$ cat src/hdl/gpfg_pkg.sv
// Package for the port F and port G general-purpose I/O block
package gpfg_pkg;
	// ------------------------------------------------------------
	// Register map
	// ------------------------------------------------------------
	localparam logic [15:0] GPFG_ADDR_F_LATCH = 16'h0440;
	localparam logic [15:0] GPFG_ADDR_G_LATCH = 16'h0441;
	localparam logic [15:0] GPFG_ADDR_F_DIR = 16'h0444;
	localparam logic [15:0] GPFG_ADDR_G_DIR = 16'h0445;
	// ------------------------------------------------------------
	// Widths and reset values
	// ------------------------------------------------------------
	localparam int GPFG_W = 8;
	localparam logic [7:0] GPFG_DIR_RST = 8'h00;
	localparam logic [7:0] GPFG_RD_NONE = 8'h00;
	localparam logic [1:0] GPFG_ELS_GPIO = 2'h0;
	// Timer pins occupy port F bits 7..4
	localparam int GPFG_TMR_LO = 4;
	localparam int GPFG_TMR_N = 4;

	typedef struct packed {
		logic [15:0] addr;
		logic [7:0] wdata;
		logic wr;
		logic rd;
	} gpfg_bus_type;

	typedef struct packed {
		logic [7:0] o;
		logic [7:0] oe_n;
	} gpfg_pins_type;
endpackage

$ cat src/hdl/gpfg_top.sv
// Port F and port G general-purpose I/O with timer and analog takeover
//
// Design decision made here: the address-and-strobe port.
`timescale 1ns/1ps
`default_nettype none
// Behaviour
// - Eight read/write latches per port
// - Reset leaves data latches unchanged
// - Port F direction one drives latch
// - Port G direction zero leaves high impedance
// - Reset clears port F direction
// - Reset clears port G direction
// - Port F read: latch or pin
// - Port G read: latch or pin
// - Data writes always update latches
// - Input pin write changes latch only
// - Upper port F pins follow timer select
// - Selected analog channel overrides port G pin
// - Unselected port G pins stay digital
module gpfg_top
	import gpfg_pkg::*;
(
	// Clock and reset
	input wire logic clock_in,
	input wire logic rst_in,
	// Register port
	input wire logic [15:0] addr_in,
	input wire logic [7:0] wdata_in,
	input wire logic wr_in,
	input wire logic rd_in,
	output logic [7:0] rdata_out,
	// Port F pins
	input wire logic [7:0] port_f_pin_in,
	output logic [7:0] port_f_pin_out,
	output logic [7:0] port_f_pin_oe_n_out,
	// Timer channels on port F bits 7..4
	input wire logic [7:0] edge_level_select_field_in,
	input wire logic [3:0] timer_b_channel_out_in,
	input wire logic [3:0] timer_b_channel_oe_in,
	output logic [3:0] timer_b_channel_pins_out,
	// Port G pins and analog select
	input wire logic [7:0] port_g_pin_in,
	output logic [7:0] port_g_pin_out,
	output logic [7:0] port_g_pin_oe_n_out,
	input wire logic adc_enable_in,
	input wire logic [2:0] adc_channel_in
);
	// ------------------------------------------------------------
	// Registers
	// ------------------------------------------------------------
	logic [7:0] port_f_latch_q, port_f_latch_d;
	logic [7:0] port_g_latch_q, port_g_latch_d;
	logic [7:0] port_f_dir_q, port_f_dir_d;
	logic [7:0] port_g_dir_q, port_g_dir_d;
	logic [7:0] rdata_q, rdata_d;
	gpfg_pins_type pf_q, pf_d;
	gpfg_pins_type pg_q, pg_d;
	logic [3:0] tmr_in_q, tmr_in_d;
	gpfg_bus_type bus;

	assign bus = '{addr: addr_in, wdata: wdata_in, wr: wr_in, rd: rd_in};

	// ------------------------------------------------------------
	// Address decode
	// ------------------------------------------------------------
	wire sel_fl = bus.addr == GPFG_ADDR_F_LATCH;
	wire sel_gl = bus.addr == GPFG_ADDR_G_LATCH;
	wire sel_fd = bus.addr == GPFG_ADDR_F_DIR;
	wire sel_gd = bus.addr == GPFG_ADDR_G_DIR;

	assign port_f_latch_d = (bus.wr && sel_fl) ? bus.wdata : port_f_latch_q;
	assign port_g_latch_d = (bus.wr && sel_gl) ? bus.wdata : port_g_latch_q;
	assign port_f_dir_d = (bus.wr && sel_fd) ? bus.wdata : port_f_dir_q;
	assign port_g_dir_d = (bus.wr && sel_gd) ? bus.wdata : port_g_dir_q;

	// ------------------------------------------------------------
	// Pin ownership
	// ------------------------------------------------------------
	logic [7:0] tmr_own;
	logic [7:0] tmr_o;
	logic [7:0] tmr_oe;
	genvar gi;
	generate
		for (gi = 0; gi < GPFG_TMR_N; gi++) begin : g_tmr
			// Nonzero select gives pin to timer
			assign tmr_own[GPFG_TMR_LO + gi] =
				edge_level_select_field_in[2 * gi +: 2] != GPFG_ELS_GPIO;
			assign tmr_o[GPFG_TMR_LO + gi] = timer_b_channel_out_in[gi];
			assign tmr_oe[GPFG_TMR_LO + gi] = timer_b_channel_oe_in[gi];
		end
	endgenerate
	assign tmr_own[GPFG_TMR_LO - 1:0] = '0;
	assign tmr_o[GPFG_TMR_LO - 1:0] = '0;
	assign tmr_oe[GPFG_TMR_LO - 1:0] = '0;

	wire [7:0] adc_own = adc_enable_in ? (8'h01 << adc_channel_in) : 8'h00;

	// Port F drive from latch or timer
	wire [7:0] f_oe = (port_f_dir_q & ~tmr_own) | (tmr_own & tmr_oe);
	wire [7:0] f_o = (port_f_latch_q & ~tmr_own) | (tmr_o & tmr_own);
	assign pf_d = '{o: f_o, oe_n: ~f_oe};

	wire [7:0] g_oe = port_g_dir_q & ~adc_own;
	assign pg_d = '{o: port_g_latch_q & g_oe, oe_n: ~g_oe};

	assign tmr_in_d = port_f_pin_in[7:4];

	// ------------------------------------------------------------
	// Read path
	// ------------------------------------------------------------
	// Port F latch or pin
	wire [7:0] f_rd = (port_f_dir_q & port_f_latch_q) | (~port_f_dir_q & port_f_pin_in);
	// Port G latch or pin; analog pins read zero to spare the input stage
	wire [7:0] g_rd = ((port_g_dir_q & port_g_latch_q) | (~port_g_dir_q & port_g_pin_in))
		& ~adc_own;
	wire [7:0] rd_mux = sel_fl ? f_rd :
		sel_gl ? g_rd :
		sel_fd ? port_f_dir_q :
		sel_gd ? port_g_dir_q : GPFG_RD_NONE;
	assign rdata_d = bus.rd ? rd_mux : GPFG_RD_NONE;

	// ------------------------------------------------------------
	// Flip-flops
	// ------------------------------------------------------------
	// Data latches have no reset
	always_ff @(posedge clock_in) begin
		port_f_latch_q <= port_f_latch_d;
		port_g_latch_q <= port_g_latch_d;
	end

	always_ff @(posedge clock_in) begin
		if (rst_in) begin
			port_f_dir_q <= GPFG_DIR_RST;
			port_g_dir_q <= GPFG_DIR_RST;
		end else begin
			port_f_dir_q <= port_f_dir_d;
			port_g_dir_q <= port_g_dir_d;
		end
	end

	always_ff @(posedge clock_in) begin
		if (rst_in) begin
			rdata_q <= GPFG_RD_NONE;
			pf_q <= '{o: 8'h00, oe_n: 8'hFF};
			pg_q <= '{o: 8'h00, oe_n: 8'hFF};
			tmr_in_q <= 4'h0;
		end else begin
			rdata_q <= rdata_d;
			pf_q <= pf_d;
			pg_q <= pg_d;
			tmr_in_q <= tmr_in_d;
		end
	end

	assign rdata_out = rdata_q;
	assign port_f_pin_out = pf_q.o;
	assign port_f_pin_oe_n_out = pf_q.oe_n;
	assign port_g_pin_out = pg_q.o;
	assign port_g_pin_oe_n_out = pg_q.oe_n;
	assign timer_b_channel_pins_out = tmr_in_q;

	// ------------------------------------------------------------
	// Assertions
	// ------------------------------------------------------------
	property p_f_dir_reset;
		@(posedge clock_in) rst_in |=> port_f_dir_q == GPFG_DIR_RST;
	endproperty
	a_f_dir_reset: assert property (p_f_dir_reset) else $error("port F dir not cleared");

	property p_g_dir_reset;
		@(posedge clock_in) rst_in |=> port_g_dir_q == GPFG_DIR_RST;
	endproperty
	a_g_dir_reset: assert property (p_g_dir_reset) else $error("port G dir not cleared");

	// Write history: a latch never written holds no value to keep
	logic f_seen_q;
	logic g_seen_q;
	always_ff @(posedge clock_in) begin
		if (rst_in) begin
			f_seen_q <= 1'h0;
			g_seen_q <= 1'h0;
		end else begin
			if (wr_in && sel_fl) begin
				f_seen_q <= 1'h1;
			end
			if (wr_in && sel_gl) begin
				g_seen_q <= 1'h1;
			end
		end
	end

	property p_latch_keep;
		@(posedge clock_in) (rst_in && !wr_in && f_seen_q) |=> $stable(port_f_latch_q);
	endproperty
	a_latch_keep: assert property (p_latch_keep) else $error("reset touched latch");

	property p_g_latch_keep;
		@(posedge clock_in) (rst_in && !wr_in && g_seen_q) |=> $stable(port_g_latch_q);
	endproperty
	a_g_latch_keep: assert property (p_g_latch_keep) else $error("reset touched G latch");

	property p_latch_write;
		@(posedge clock_in) (wr_in && addr_in == GPFG_ADDR_F_LATCH)
			|=> port_f_latch_q == $past(wdata_in);
	endproperty
	a_latch_write: assert property (p_latch_write) else $error("latch write lost");

	property p_f_read;
		@(posedge clock_in) disable iff (rst_in) (rd_in && addr_in == GPFG_ADDR_F_LATCH)
			|=> rdata_out == (($past(port_f_dir_q) & $past(port_f_latch_q))
			| (~$past(port_f_dir_q) & $past(port_f_pin_in)));
	endproperty
	a_f_read: assert property (p_f_read) else $error("port F read wrong");

	property p_g_read_in;
		@(posedge clock_in) disable iff (rst_in)
			(rd_in && addr_in == GPFG_ADDR_G_LATCH && port_g_dir_q == 8'h00 && !adc_enable_in)
			|=> rdata_out == $past(port_g_pin_in);
	endproperty
	a_g_read_in: assert property (p_g_read_in) else $error("port G input read wrong");

	property p_f_drive;
		@(posedge clock_in) disable iff (rst_in)
			(edge_level_select_field_in == 8'h00)
			|=> port_f_pin_oe_n_out == ~$past(port_f_dir_q) && port_f_pin_out == $past(port_f_latch_q);
	endproperty
	a_f_drive: assert property (p_f_drive) else $error("port F drive wrong");

	property p_adc_float;
		@(posedge clock_in) disable iff (rst_in)
			adc_enable_in |=> port_g_pin_oe_n_out[$past(adc_channel_in)];
	endproperty
	a_adc_float: assert property (p_adc_float) else $error("analog pin driven");

	property p_g_digital;
		@(posedge clock_in) disable iff (rst_in)
			!adc_enable_in |=> port_g_pin_oe_n_out == ~$past(port_g_dir_q);
	endproperty
	a_g_digital: assert property (p_g_digital) else $error("port G digital drive wrong");

	property p_g_write;
		@(posedge clock_in) (wr_in && addr_in == GPFG_ADDR_G_LATCH)
			|=> port_g_latch_q == $past(wdata_in);
	endproperty
	a_g_write: assert property (p_g_write) else $error("G latch write lost");

	property p_f_dir_write;
		@(posedge clock_in) disable iff (rst_in) (wr_in && addr_in == GPFG_ADDR_F_DIR)
			|=> port_f_dir_q == $past(wdata_in);
	endproperty
	a_f_dir_write: assert property (p_f_dir_write) else $error("F dir write lost");

	property p_g_dir_write;
		@(posedge clock_in) disable iff (rst_in) (wr_in && addr_in == GPFG_ADDR_G_DIR)
			|=> port_g_dir_q == $past(wdata_in);
	endproperty
	a_g_dir_write: assert property (p_g_dir_write) else $error("G dir write lost");

	property p_g_drive;
		@(posedge clock_in) disable iff (rst_in)
			!adc_enable_in |=> port_g_pin_out == ($past(port_g_latch_q) & $past(port_g_dir_q));
	endproperty
	a_g_drive: assert property (p_g_drive) else $error("port G drive value wrong");

	property p_tmr_drive;
		@(posedge clock_in) disable iff (rst_in)
			1'h1 |=> (port_f_pin_oe_n_out & $past(tmr_own)) == (~$past(tmr_oe) & $past(tmr_own));
	endproperty
	a_tmr_drive: assert property (p_tmr_drive) else $error("timer pin drive wrong");

	property p_tmr_sample;
		@(posedge clock_in) disable iff (rst_in)
			1'h1 |=> timer_b_channel_pins_out == $past(port_f_pin_in[7:4]);
	endproperty
	a_tmr_sample: assert property (p_tmr_sample) else $error("timer pin sample wrong");

	property p_g_read;
		@(posedge clock_in) disable iff (rst_in)
			(rd_in && addr_in == GPFG_ADDR_G_LATCH && !adc_enable_in)
			|=> rdata_out == (($past(port_g_dir_q) & $past(port_g_latch_q))
			| (~$past(port_g_dir_q) & $past(port_g_pin_in)));
	endproperty
	a_g_read: assert property (p_g_read) else $error("port G read wrong");

	property p_input_write;
		@(posedge clock_in) disable iff (rst_in)
			(wr_in && addr_in == GPFG_ADDR_F_LATCH && port_f_dir_q == 8'h00
			&& edge_level_select_field_in == 8'h00) |=> port_f_pin_oe_n_out == 8'hFF;
	endproperty
	a_input_write: assert property (p_input_write) else $error("input pin driven");

	property p_adc_read;
		@(posedge clock_in) disable iff (rst_in)
			(rd_in && addr_in == GPFG_ADDR_G_LATCH && adc_enable_in)
			|=> !rdata_out[$past(adc_channel_in)];
	endproperty
	a_adc_read: assert property (p_adc_read) else $error("analog pin read nonzero");

	property p_rdata_idle;
		@(posedge clock_in) disable iff (rst_in)
			!rd_in |=> rdata_out == GPFG_RD_NONE;
	endproperty
	a_rdata_idle: assert property (p_rdata_idle) else $error("read data outside read");

	c_f_out: cover property (@(posedge clock_in) port_f_pin_oe_n_out != 8'hFF);
	c_g_read: cover property (@(posedge clock_in) rd_in && addr_in == GPFG_ADDR_G_LATCH);
	c_tmr: cover property (@(posedge clock_in) edge_level_select_field_in != 8'h00);
	c_adc: cover property (@(posedge clock_in) adc_enable_in && port_g_dir_q != 8'h00);
endmodule
`default_nettype wire

$ cat config.mk
export PLATFORM = sky130hd
export DESIGN_NAME = gpfg_top
export DESIGN_NICKNAME = d
export VERILOG_FILES = /design/src/hdl/gpfg_pkg.sv /design/src/hdl/gpfg_top.sv
export SDC_FILE = /design/constraint.sdc
export NUM_CORES = 1
export LEC_CHECK = 0
export BUFFER_PORTS_ARGS = -buffer_cell sky130_fd_sc_hd__buf_4
export CAP_MARGIN = 20
export CELL_PAD_IN_SITES_DETAIL_PLACEMENT = 0
export CELL_PAD_IN_SITES_GLOBAL_PLACEMENT = 1
export CORE_MARGIN = 5
export CORE_UTILIZATION = 40
export CTS_CLUSTER_SIZE = 12
export DETAILED_ROUTE_END_ITERATION = 6
export PLACE_DENSITY = 0.93
export SETUP_SLACK_MARGIN = 0.05
export SLEW_MARGIN = 20
export SYNTH_ARGS = -nofsm -noshare
export SYNTH_HDL_FRONTEND = slang
export SYNTH_SLANG_ARGS = --single-unit
$ cat constraint.sdc
create_clock -name clock_in -period 4.3 [get_ports clock_in]
set_clock_uncertainty 0.15 [all_clocks]
set_input_delay 0.86 -clock clock_in [delete_from_list [all_inputs] [get_ports clock_in]]
set_output_delay 0.86 -clock clock_in [all_outputs]
set_load 0.02 [all_outputs]
==> impl_metrics.py, run 1 <==
metrics = {
    "run_status": {
        "status": "complete, no violations",
    },
    "sta": {
        "hold_violations": 0,
        "rsz0062_at_grt": "false",
        "slew_headroom": 0.586,
        "fin_crit_ps": 2590,
        "layout_worst_path_cycle_share": 0.602,
        "worst_pin_slew_ps": 612,
        "setup_violations": 0,
        "setup-tns-final_ps": 0,
        "slew_viol_final": 0,
        "fmax_mhz": 386,
    },
    "pwr": {
        "leakagePower_nw": 1.70,
        "clock_power_share": 0.432,
        "internal_power_mw": 1.20,
        "switching_share": 0.208,
        "pwr-share-seq": 0.484,
        "vdd.ir_drop.worst_v": 0.000185,
        "powerDensity_nw_per_um2": 366,
        "fin_total_pwr_mw": 1.52,
        "combPwrFrac": 0.083,
        "p_switching_mw": 0.316,
    },
    "cells_and_area": {
        "drive_above_1_share": 0.351,
        "syn_to_final_growth_pct": 37.1,
        "regArea_sq_um": 1680,
        "instances_no_fill": 506,
        "antennaDiodeCount": 0,
        "finalNetCount": 466,
        "design_area_sq_um": 4150,
        "multi_input_area_sq_um": 1240,
        "final_core_util": 0.569,
        "fill_cells": 639,
    },
    "critical_path": {
        "cp.arrival_ps": 2490,
        "rr_worst_depth": 4,
        "reg2reg_slack_ps": 2870,
        "cp-end-kind": "flop",
        "critPathMaxFanout": 16,
        "crit_slowest_cell": "nand3_1",
        "worstPathCellList": "buf_4 -> nor4_1 -> nand3_1 -> nor3_1 -> buf_4",
        "crit_required_ps": 4200,
        "worst_setup_path_start_kind": "primary input",
        "critPathMostFrequentCell": "buf_4",
        "crit_path_max_incr_delay_ps": 510,
        "critPathKind": "in -> reg",
    },
    "synth": {
        "syn_area_sq_um": 3020,
        "netlist_instances": 295,
        "ys_seq_elements": 76,
        "ys_warn_count": 0,
        "synth_top_family_by_area": "simple AND/OR/NAND/NOR gates",
        "ys_top_cells_by_area": "dfxtp_1 40%, edfxtp_1 16%, mux2i_1 7.0%",
        "synth-compound-area-share": 0.0918,
        "synthAdderAreaFrac": 0,
        "synth-simple-area-share": 0.207,
        "synth_top_area_frac": 0.397,
        "synthXorXnorAreaFrac": 0,
        "netlist.top_cell.by_area": "dfxtp_1",
        "synth_mux_area_frac": 0.110,
        "syn-mean-instance-area_sq_um": 10.3,
        "yosysSeqAreaShare": 0.556,
        "ys_types": 37,
        "syn-num-nets": 359,
    },
    "min_path": {
        "hp-class": "reg -> reg",
        "whs_path_depth": 1,
    },
    "place": {
        "placed_area_sq_um": 3900,
        "io_buffers": 107,
        "place_hpwl_um": 5990,
        "placed_cells": 490,
        "gp_congestion": 0.804,
    },
    "cts": {
        "post_cts_buffers": 0,
        "clk_path_buf_depth": 2,
        "cts_hold_buf": 0,
        "cts_tree": "yes",
        "cts.sinks": 76,
        "htreeDepth": 3,
        "cts_resized": 0,
        "numCtsBuffers": 9,
        "path_clk_slew_ps": 80,
        "cts-root-buf": "clkbuf_8",
        "worstSkewPairLatency_ps": 350,
    },
    "grt": {
        "grt_first_pass_wirelength_um": 12700,
        "grt_pass1_vias": 2543,
        "track_usage": 0.171,
        "antenna_found_initial": 0,
        "overflow": 0,
        "grt_max_degree": 32,
    },
    "routing": {
        "wirelength_um": 8160,
        "via_per_inst": 5.15,
        "drt_first_pass_iters": 4,
        "antenna_left": 0,
        "drc": 0,
        "vias": 2604,
        "drtIter0Drc": 175,
        "avgRoutedWirePerCell_um": 16.1,
    },
    "run": {
        "cap_viol_max_count": 0,
    },
    "floorplanning": {
        "fp.dieArea_sq_um": 9400,
        "die_x_um": 97.0,
        "start_util": 0.415,
        "core_area_sq_um": 7290,
        "io_pins": 108,
        "die_h_um": 97.0,
        "placementRows": 31,
    },
}
==> per-stage QoR <==
stage | hold WS, ps | setup slack (ps)
detailed placement | 280 | 1390
floorplan | 253 | 1200
global placement | 287 | 1460
finish | 293 | 1710
CTS | 291 | 1750
global route | 319 | 1560
==> placed cells by master, fill, tap and decap left out, types with 3 or more instances in the layout <==
| master | count |
|---|---|
| mux2i_1 | 21 |
| dfxtp_1 | 60 |
| mux2_2 | 11 |
| nand3_1 | 15 |
| a31oi_1 | 7 |
| or2_2 | 3 |
| buf_4 | 110 |
| nor3_1 | 15 |
| nand4b_1 | 3 |
| nand2_1 | 40 |
| nand4_1 | 3 |
| o21ai_0 | 8 |
| o2bb2ai_1 | 6 |
| bufinv_16 | 3 |
| inv_1 | 9 |
| a21oi_1 | 9 |
| nor2b_1 | 9 |
| o21a_1 | 7 |
| nor2_1 | 17 |
| edfxtp_1 | 16 |
| clkbuf_8 | 10 |
==> logic make-up after synthesis <==
| kind of cell | count (synthesis) |
|---|---|
| buffers and inverters | 23 |
| flip-flops | 76 |
| AND/OR/NAND/NOR | 122 |
| multiplexers | 32 |
| AO/OA/AOI/OAI | 42 |
==> sequential cells by signal, indices dropped and copies added (netlist names), 8 cells and up <==
signal and flops:
port_f_pin_out 8, rdata_out 8, port_f_dir_q 8, port_f_pin_oe_n_out 8, port_g_latch_q 8, port_g_pin_oe_n_out 8, port_g_dir_q 8, port_g_pin_out 8
port_f_latch_q 8
==> power by group through the flow <==
stage	clock network (mW)	logic (mW)	registers, mW
3_5_place_dp	0	0.126	0.752
5_1_grt	0.705	0.137	0.736
6_report	0.657	0.126	0.735
2_1_floorplan	0	0.0426	0.762
4_1_cts	0.669	0.127	0.736
3_3_place_gp	0	0.125	0.752
==> layer usage <==
layer	track usage	part of all wire
met4	0.0562	0.011
met3	0.0482	0.072
met1	0.205	0.41
met2	0.294	0.51
met5	0	0
==> cells in the mapped netlist <==
library cell   n
mux2i_1       21
and4bb_2       1
nor4b_1        1
or3b_2         1
nand2_1       40
a2111oi_0      2
dfxtp_1       60
buf_2          2
nor3b_1        2
o311ai_0       2
nand4_1        3
nand4bb_1      1
nor2_1        17
a31oi_1        7
nor4bb_1       1
o21ai_0        8
o21a_1         7
mux2_2        11
edfxtp_1      16
or3_1          2
clkbuf_1      10
or4_1          1
and4_1         1
nor4_1         1
nand2b_1       2
or3_4          2
inv_1          9
or2_0          1
buf_6          2
a21oi_1        9
or2_2          3
nor3_1        15
o2bb2ai_1      6
nand3_1       15
a31o_2         1
nand4b_1       3
nor2b_1        9
==> critical path: cells and delay by family <==
family / cells / cell delay [ps]
buffers and inverters: 2 / 330
AND/OR/NAND/NOR: 3 / 1290
==> worst paths after layout <==
check / startpoint / endpoint
min reg2reg: port_f_dir_q[0] / port_f_pin_oe_n_out[0]
min: port_f_dir_q[0] / port_f_pin_oe_n_out[0]
max: addr_in[13] / port_g_latch_q[4]
max reg2reg: port_g_dir_q[1] / rdata_out[1]
==> cell type report <==
| class | instances | share of cell area |
|---|---|---|
| repair buffers | 110 | 0.199 |
| clock buffers | 12 | 0.0350 |
| well taps | 99 | 0.0299 |
| clock inverters | 4 | 0.0235 |
| inverters | 9 | 0.00815 |
| flip-flops and latches | 76 | 0.406 |
| multi-input cells | 196 | 0.299 |
Power figures use the tool's default switching activity.
==> inputs of run 2 (changes only) <==
--- a/config.mk
+++ b/config.mk
@@ -10,10 +10,10 @@
 export CELL_PAD_IN_SITES_DETAIL_PLACEMENT = 0
 export CELL_PAD_IN_SITES_GLOBAL_PLACEMENT = 1
 export CORE_MARGIN = 5
-export CORE_UTILIZATION = 40
+export CORE_UTILIZATION = 33
 export CTS_CLUSTER_SIZE = 12
 export DETAILED_ROUTE_END_ITERATION = 6
-export PLACE_DENSITY = 0.93
+export PLACE_DENSITY = 0.83
 export SETUP_SLACK_MARGIN = 0.05
 export SLEW_MARGIN = 20
 export SYNTH_ARGS = -nofsm -noshare
==> constraint.sdc (replaced) <==
create_clock -name clock_in -period 2.2 [get_ports clock_in]
set_clock_uncertainty 0.15 [all_clocks]
set_input_delay 0.44 -clock clock_in [delete_from_list [all_inputs] [get_ports clock_in]]
set_output_delay 0.44 -clock clock_in [all_outputs]
set_load 0.02 [all_outputs]
==> impl_metrics.py, run 2 (synthesized netlist as in run 1, its figures left out) <==
metrics = {
    "run_status": {
        "status": "complete, no violations",
    },
    "sta": {
        "fin_crit_ps": 1810,
        "worst_slack_ps": 387,
        "holdWs_ps": 137,
        "fmax_mhz": 552,
        "setup_violations": 0,
        "worst_pin_slew_ps": 635,
        "setup-tns-final_ps": 0,
        "layout_worst_path_cycle_share": 0.824,
        "rsz0062_at_grt": "false",
        "slew_headroom": 0.571,
        "slew_viol_final": 0,
        "hold_violations": 0,
    },
    "critical_path": {
        "crit_slowest_cell": "nor4_1",
        "cp.arrival_ps": 1730,
        "critPathKind": "in -> reg",
        "critPathMostFrequentCell": "buf_4",
        "worst_setup_path_start_kind": "primary input",
        "critPathMaxFanout": 5,
        "startpoint": "addr_in[13]",
        "crit_buf_inv": 4,
        "worstPathCellList": "buf_4 -> nor4_1 -> buf_4 -> nand4_1 -> buf_4 -> nor3_4 -> buf_4",
        "cp_top_family": "buffers and inverters",
        "cp-end-kind": "flop",
        "r2r_start": "port_g_dir_q[1]",
        "crit_required_ps": 2120,
        "crit_path_max_incr_delay_ps": 270,
    },
    "routing": {
        "antenna_left": 0,
        "vias": 2664,
        "via_per_inst": 5.02,
        "drtIter0Drc": 131,
        "avgRoutedWirePerCell_um": 16.1,
        "drc": 0,
        "drt_first_pass_iters": 4,
        "wirelength_um": 8550,
    },
    "cells_and_area": {
        "fill_cells": 891,
        "drive_above_1_share": 0.379,
        "syn_to_final_growth_pct": 41.3,
        "regArea_sq_um": 1680,
        "final_core_util": 0.471,
        "design_area_sq_um": 4270,
        "finalNetCount": 479,
        "final_common_cell": "buf_4",
        "layout_common_cells": "122 x buf_4, 60 x dfxtp_1, 40 x nand2_1, 21 x mux2i_1, 17 x nor2_1",
        "multi_input_area_sq_um": 1270,
        "antennaDiodeCount": 0,
    },
    "place": {
        "place_worst_setup_slack_ps": 14.5,
        "gp_congestion": 0.807,
        "io_buffers": 107,
        "placed_area_sq_um": 4060,
        "place_hpwl_um": 6530,
    },
    "grt": {
        "track_usage": 0.159,
        "overflow": 0,
        "grt_pass1_vias": 2782,
        "grt_max_degree": 22,
        "antenna_found_initial": 0,
        "grt_first_pass_wirelength_um": 13800,
    },
    "cts": {
        "htreeDepth": 3,
        "cts_hold_buf": 0,
        "numCtsBuffers": 9,
        "cts.sinks": 76,
        "cts_tree": "yes",
        "worstSkewPairLatency_ps": 350,
        "path_clk_slew_ps": 80,
        "cts_resized": 0,
        "post_cts_buffers": 0,
        "clk_path_buf_depth": 2,
        "cts-root-buf": "clkbuf_8",
    },
    "min_path": {
        "worstHoldStart": "wdata_in[0]",
        "hp-class": "in -> reg",
    },
    "floorplanning": {
        "die_h_um": 106,
        "fp.dieArea_sq_um": 11200,
        "io_pins": 108,
        "placementRows": 35,
        "core_area_sq_um": 9060,
        "die_x_um": 106,
        "start_util": 0.334,
    },
    "pwr": {
        "powerDensity_nw_per_um2": 668,
        "leakagePower_nw": 1.77,
        "vdd.ir_drop.worst_v": 0.000309,
    },
    "run": {
        "cap_viol_max_count": 0,
    },
}
## run 2: layer usage
layer | part of all wire | global-route usage | vias to the layer above
met5 | 0 | 0 | -
met4 | 0.021 | 0.0675 | 0
met3 | 0.062 | 0.0429 | 14
met2 | 0.49 | 0.260 | 100
met1 | 0.43 | 0.196 | 1258
li1 | - | - | 1292
## run 2: layout make-up
cell class / count / share of cell area
timing repair buffer: 123 / 0.219
tap: 111 / 0.0325
clock inverter: 6 / 0.0208
inverter: 9 / 0.00791
sequential: 76 / 0.394
multi-input combinational: 196 / 0.296
clock buffer: 10 / 0.0299
## run 2: final timing paths
kind	depth (start not counted)	slack, ps	to
max	7	390	port_f_latch_q[1]
max reg2reg	4	790	rdata_out[1]
min	1	140	port_f_latch_q[0]
min reg2reg	1	310	port_f_pin_oe_n_out[2]
## run 2: stage by stage
stage	total power, mW	cells
floorplan	1.57	295
global placement	1.72	515
detailed placement	1.73	515
CTS	2.88	531
global route	2.96	531
finish	2.86	531
## run 2: report_power, final
| part | switching [mW] | total [mW] | internal, mW |
|---|---|---|---|
| logic | 0.121 | 0.256 | 0.136 |
| registers | 0.00374 | 1.44 | 1.43 |
| clock network | 0.522 | 1.16 | 0.639 |
==> inputs of run 3 (changes only) <==
--- a/config.mk
+++ b/config.mk
@@ -5,15 +5,16 @@
 export SDC_FILE = /design/constraint.sdc
 export NUM_CORES = 1
 export LEC_CHECK = 0
+export ABC_AREA = 1
 export BUFFER_PORTS_ARGS = -buffer_cell sky130_fd_sc_hd__buf_4
 export CAP_MARGIN = 20
 export CELL_PAD_IN_SITES_DETAIL_PLACEMENT = 0
 export CELL_PAD_IN_SITES_GLOBAL_PLACEMENT = 1
 export CORE_MARGIN = 5
-export CORE_UTILIZATION = 33
+export CORE_UTILIZATION = 32
 export CTS_CLUSTER_SIZE = 12
 export DETAILED_ROUTE_END_ITERATION = 6
-export PLACE_DENSITY = 0.83
+export PLACE_DENSITY = 0.84
 export SETUP_SLACK_MARGIN = 0.05
 export SLEW_MARGIN = 20
 export SYNTH_ARGS = -nofsm -noshare
==> constraint.sdc (replaced) <==
create_clock -name clock_in -period 1.59 [get_ports clock_in]
set_clock_uncertainty 0.15 [all_clocks]
set_input_delay 0.318 -clock clock_in [delete_from_list [all_inputs] [get_ports clock_in]]
set_output_delay 0.318 -clock clock_in [all_outputs]
set_load 0.02 [all_outputs]
==> impl_metrics.py, run 3 <==
metrics = {
    "cts": {
        "cts_hold_buf": 0,
        "htreeDepth": 3,
        "cts.sinks": 76,
        "worstSkewPairLatency_ps": 350,
        "cts-root-buf": "clkbuf_8",
        "clk_path_buf_depth": 2,
        "cts_tree": "yes",
        "cts_resized": 0,
        "path_clk_slew_ps": 70,
        "numCtsBuffers": 9,
        "post_cts_buffers": 0,
    },
    "grt": {
        "grt_pass1_vias": 2908,
        "antenna_found_initial": 0,
        "overflow": 0,
        "grt_first_pass_wirelength_um": 13700,
        "track_usage": 0.150,
        "grt_max_degree": 17,
    },
    "min_path": {
        "whs_path_depth": 2,
        "hold_end": "port_f_pin_oe_n_out[7]",
        "hp-class": "in -> reg",
        "worstHoldStart": "timer_b_channel_oe_in[3]",
    },
    "synth": {
        "syn_area_sq_um": 3170,
        "ys_types": 25,
        "syn-num-nets": 473,
        "netlist.top_cell.by_area": "dfxtp_1",
        "netlist_instances": 409,
        "synth_edf_count": 16,
        "ys_warn_count": 0,
        "synth_ff_type": "dfxtp_1",
        "ys_seq_elements": 76,
        "syn-mean-instance-area_sq_um": 7.75,
        "ys_top_cells_by_area": "dfxtp_1 38%, edfxtp_1 15%, nand2_1 11%",
        "async_flop_share": 0,
        "yosysMostFrequentCell": "nand2_1",
        "synth_common_cells": "96 x nand2_1, 72 x nor2_1, 60 x dfxtp_1",
        "synth_top_area_frac": 0.379,
        "yosysSeqAreaShare": 0.531,
    },
    "cells_and_area": {
        "antennaDiodeCount": 0,
        "instances_no_fill": 671,
        "multi_input_area_sq_um": 1280,
        "final_common_cell": "buf_4",
        "design_area_sq_um": 4470,
        "fill_cells": 1013,
        "finalNetCount": 597,
        "layout_common_cells": "122 x buf_4, 95 x nand2_1, 66 x nor2_1, 60 x dfxtp_1, 43 x inv_1",
        "regArea_sq_um": 1680,
        "final_core_util": 0.460,
        "syn_to_final_growth_pct": 41.2,
        "drive_above_1_share": 0.307,
    },
    "pwr": {
        "leakagePower_nw": 1.99,
        "fin_total_pwr_mw": 3.87,
        "powerDensity_nw_per_um2": 866,
        "vdd.ir_drop.worst_v": 0.000528,
    },
    "floorplanning": {
        "die_h_um": 110,
        "fp.dieArea_sq_um": 12000,
        "io_pins": 108,
        "die_x_um": 110,
        "core_area_sq_um": 9730,
        "start_util": 0.326,
        "placementRows": 36,
    },
    "run": {
        "cap_viol_max_count": 0,
    },
    "critical_path": {
        "critPathKind": "in -> reg",
        "r2r_start": "port_g_dir_q[7]",
        "reg2reg_slack_ps": 350,
        "crit_required_ps": 1710,
        "cp-end-kind": "flop",
        "worst_setup_path_start_kind": "primary input",
        "worstReg2RegEnd": "rdata_out[7]",
        "critPathMaxFanout": 14,
        "rr_worst_depth": 9,
        "cp.arrival_ps": 1450,
    },
    "routing": {
        "drt_first_pass_iters": 4,
        "vias": 2967,
        "wirelength_um": 8920,
        "avgRoutedWirePerCell_um": 13.3,
        "drtIter0Drc": 104,
        "antenna_left": 0,
        "drc": 0,
        "via_per_inst": 4.42,
    },
    "run_status": {
        "status": "complete, no violations",
    },
    "place": {
        "placed_area_sq_um": 4270,
        "io_buffers": 107,
        "place_worst_setup_slack_ps": -90.7,
        "place_hpwl_um": 7030,
        "placed_cells": 655,
        "gp_congestion": 0.803,
    },
    "sta": {
        "setup_violations": 0,
        "slew_viol_final": 0,
        "rsz0062_at_grt": "false",
        "worst_slack_ps": 266,
        "fmax_mhz": 755,
        "layout_worst_path_cycle_share": 0.833,
        "holdWs_ps": 20.3,
        "worst_pin_slew_ps": 265,
        "hold_violations": 0,
        "slew_headroom": 0.823,
        "setup-tns-final_ps": 0,
        "fin_crit_ps": 1320,
    },
}
## run 3: how the worst max path moves through the flow
stage / slack (ps) / cells past startpoint / start / end
finish: 270 / 12 / addr_in[11] / rdata_out[2]
global route: 150 / 12 / addr_in[11] / rdata_out[2]
CTS: 260 / 1 / rdata_out[6] / rdata_out[6]
detailed placement: -90 / 8 / addr_in[11] / port_g_latch_q[6]
global placement: -50 / 10 / addr_in[11] / port_g_dir_q[6]
floorplan: 10 / 6 / addr_in[13] / port_f_latch_q[0]
## run 3: kinds of logic after synthesis
logic type | Yosys count | share of synthesized area
and+or+nand+nor | 216 | 0.296
AOI/OAI and AO/OA | 58 | 0.0924
buffers and inverters | 59 | 0.0810
DFF | 76 | 0.531
## run 3: power breakdown
group / internal [mW] / switching, mW / total [mW]
Clock: 0.817 / 0.690 / 1.51
Combinational: 0.181 / 0.193 / 0.374
Sequential: 1.99 / 0.00557 / 1.99
Total: 2.98 / 0.889 / 3.87
## run 3: layout make-up
type | count | area share
Timing Repair Buffer | 124 | 0.214
Clock inverter | 4 | 0.0106
Inverter | 48 | 0.0408
Sequential cell | 76 | 0.376
Multi-Input combinational cell | 274 | 0.287
Clock buffer | 12 | 0.0350
Tap cell | 133 | 0.0372
## run 3: routing by layer
layer  share of wire  track usage  vias to the layer above
met4          0.0087       0.0321                        0
li1                -            -                     1542
met1            0.42        0.172                     1335
met5               0            0                        -
met3           0.067       0.0440                        6
met2            0.50        0.276                       84
## run 3: worst max-delay path, stage by stage
cell and delay [ps]:
buf_4 110, inv_1 40, nand2_1 40, nor2_1 120, nand2_1 110, buf_4 150
nor2_4 110, buf_4 200, nand2_1 70, nand2_1 60, nor2_1 40, nor2_1 80
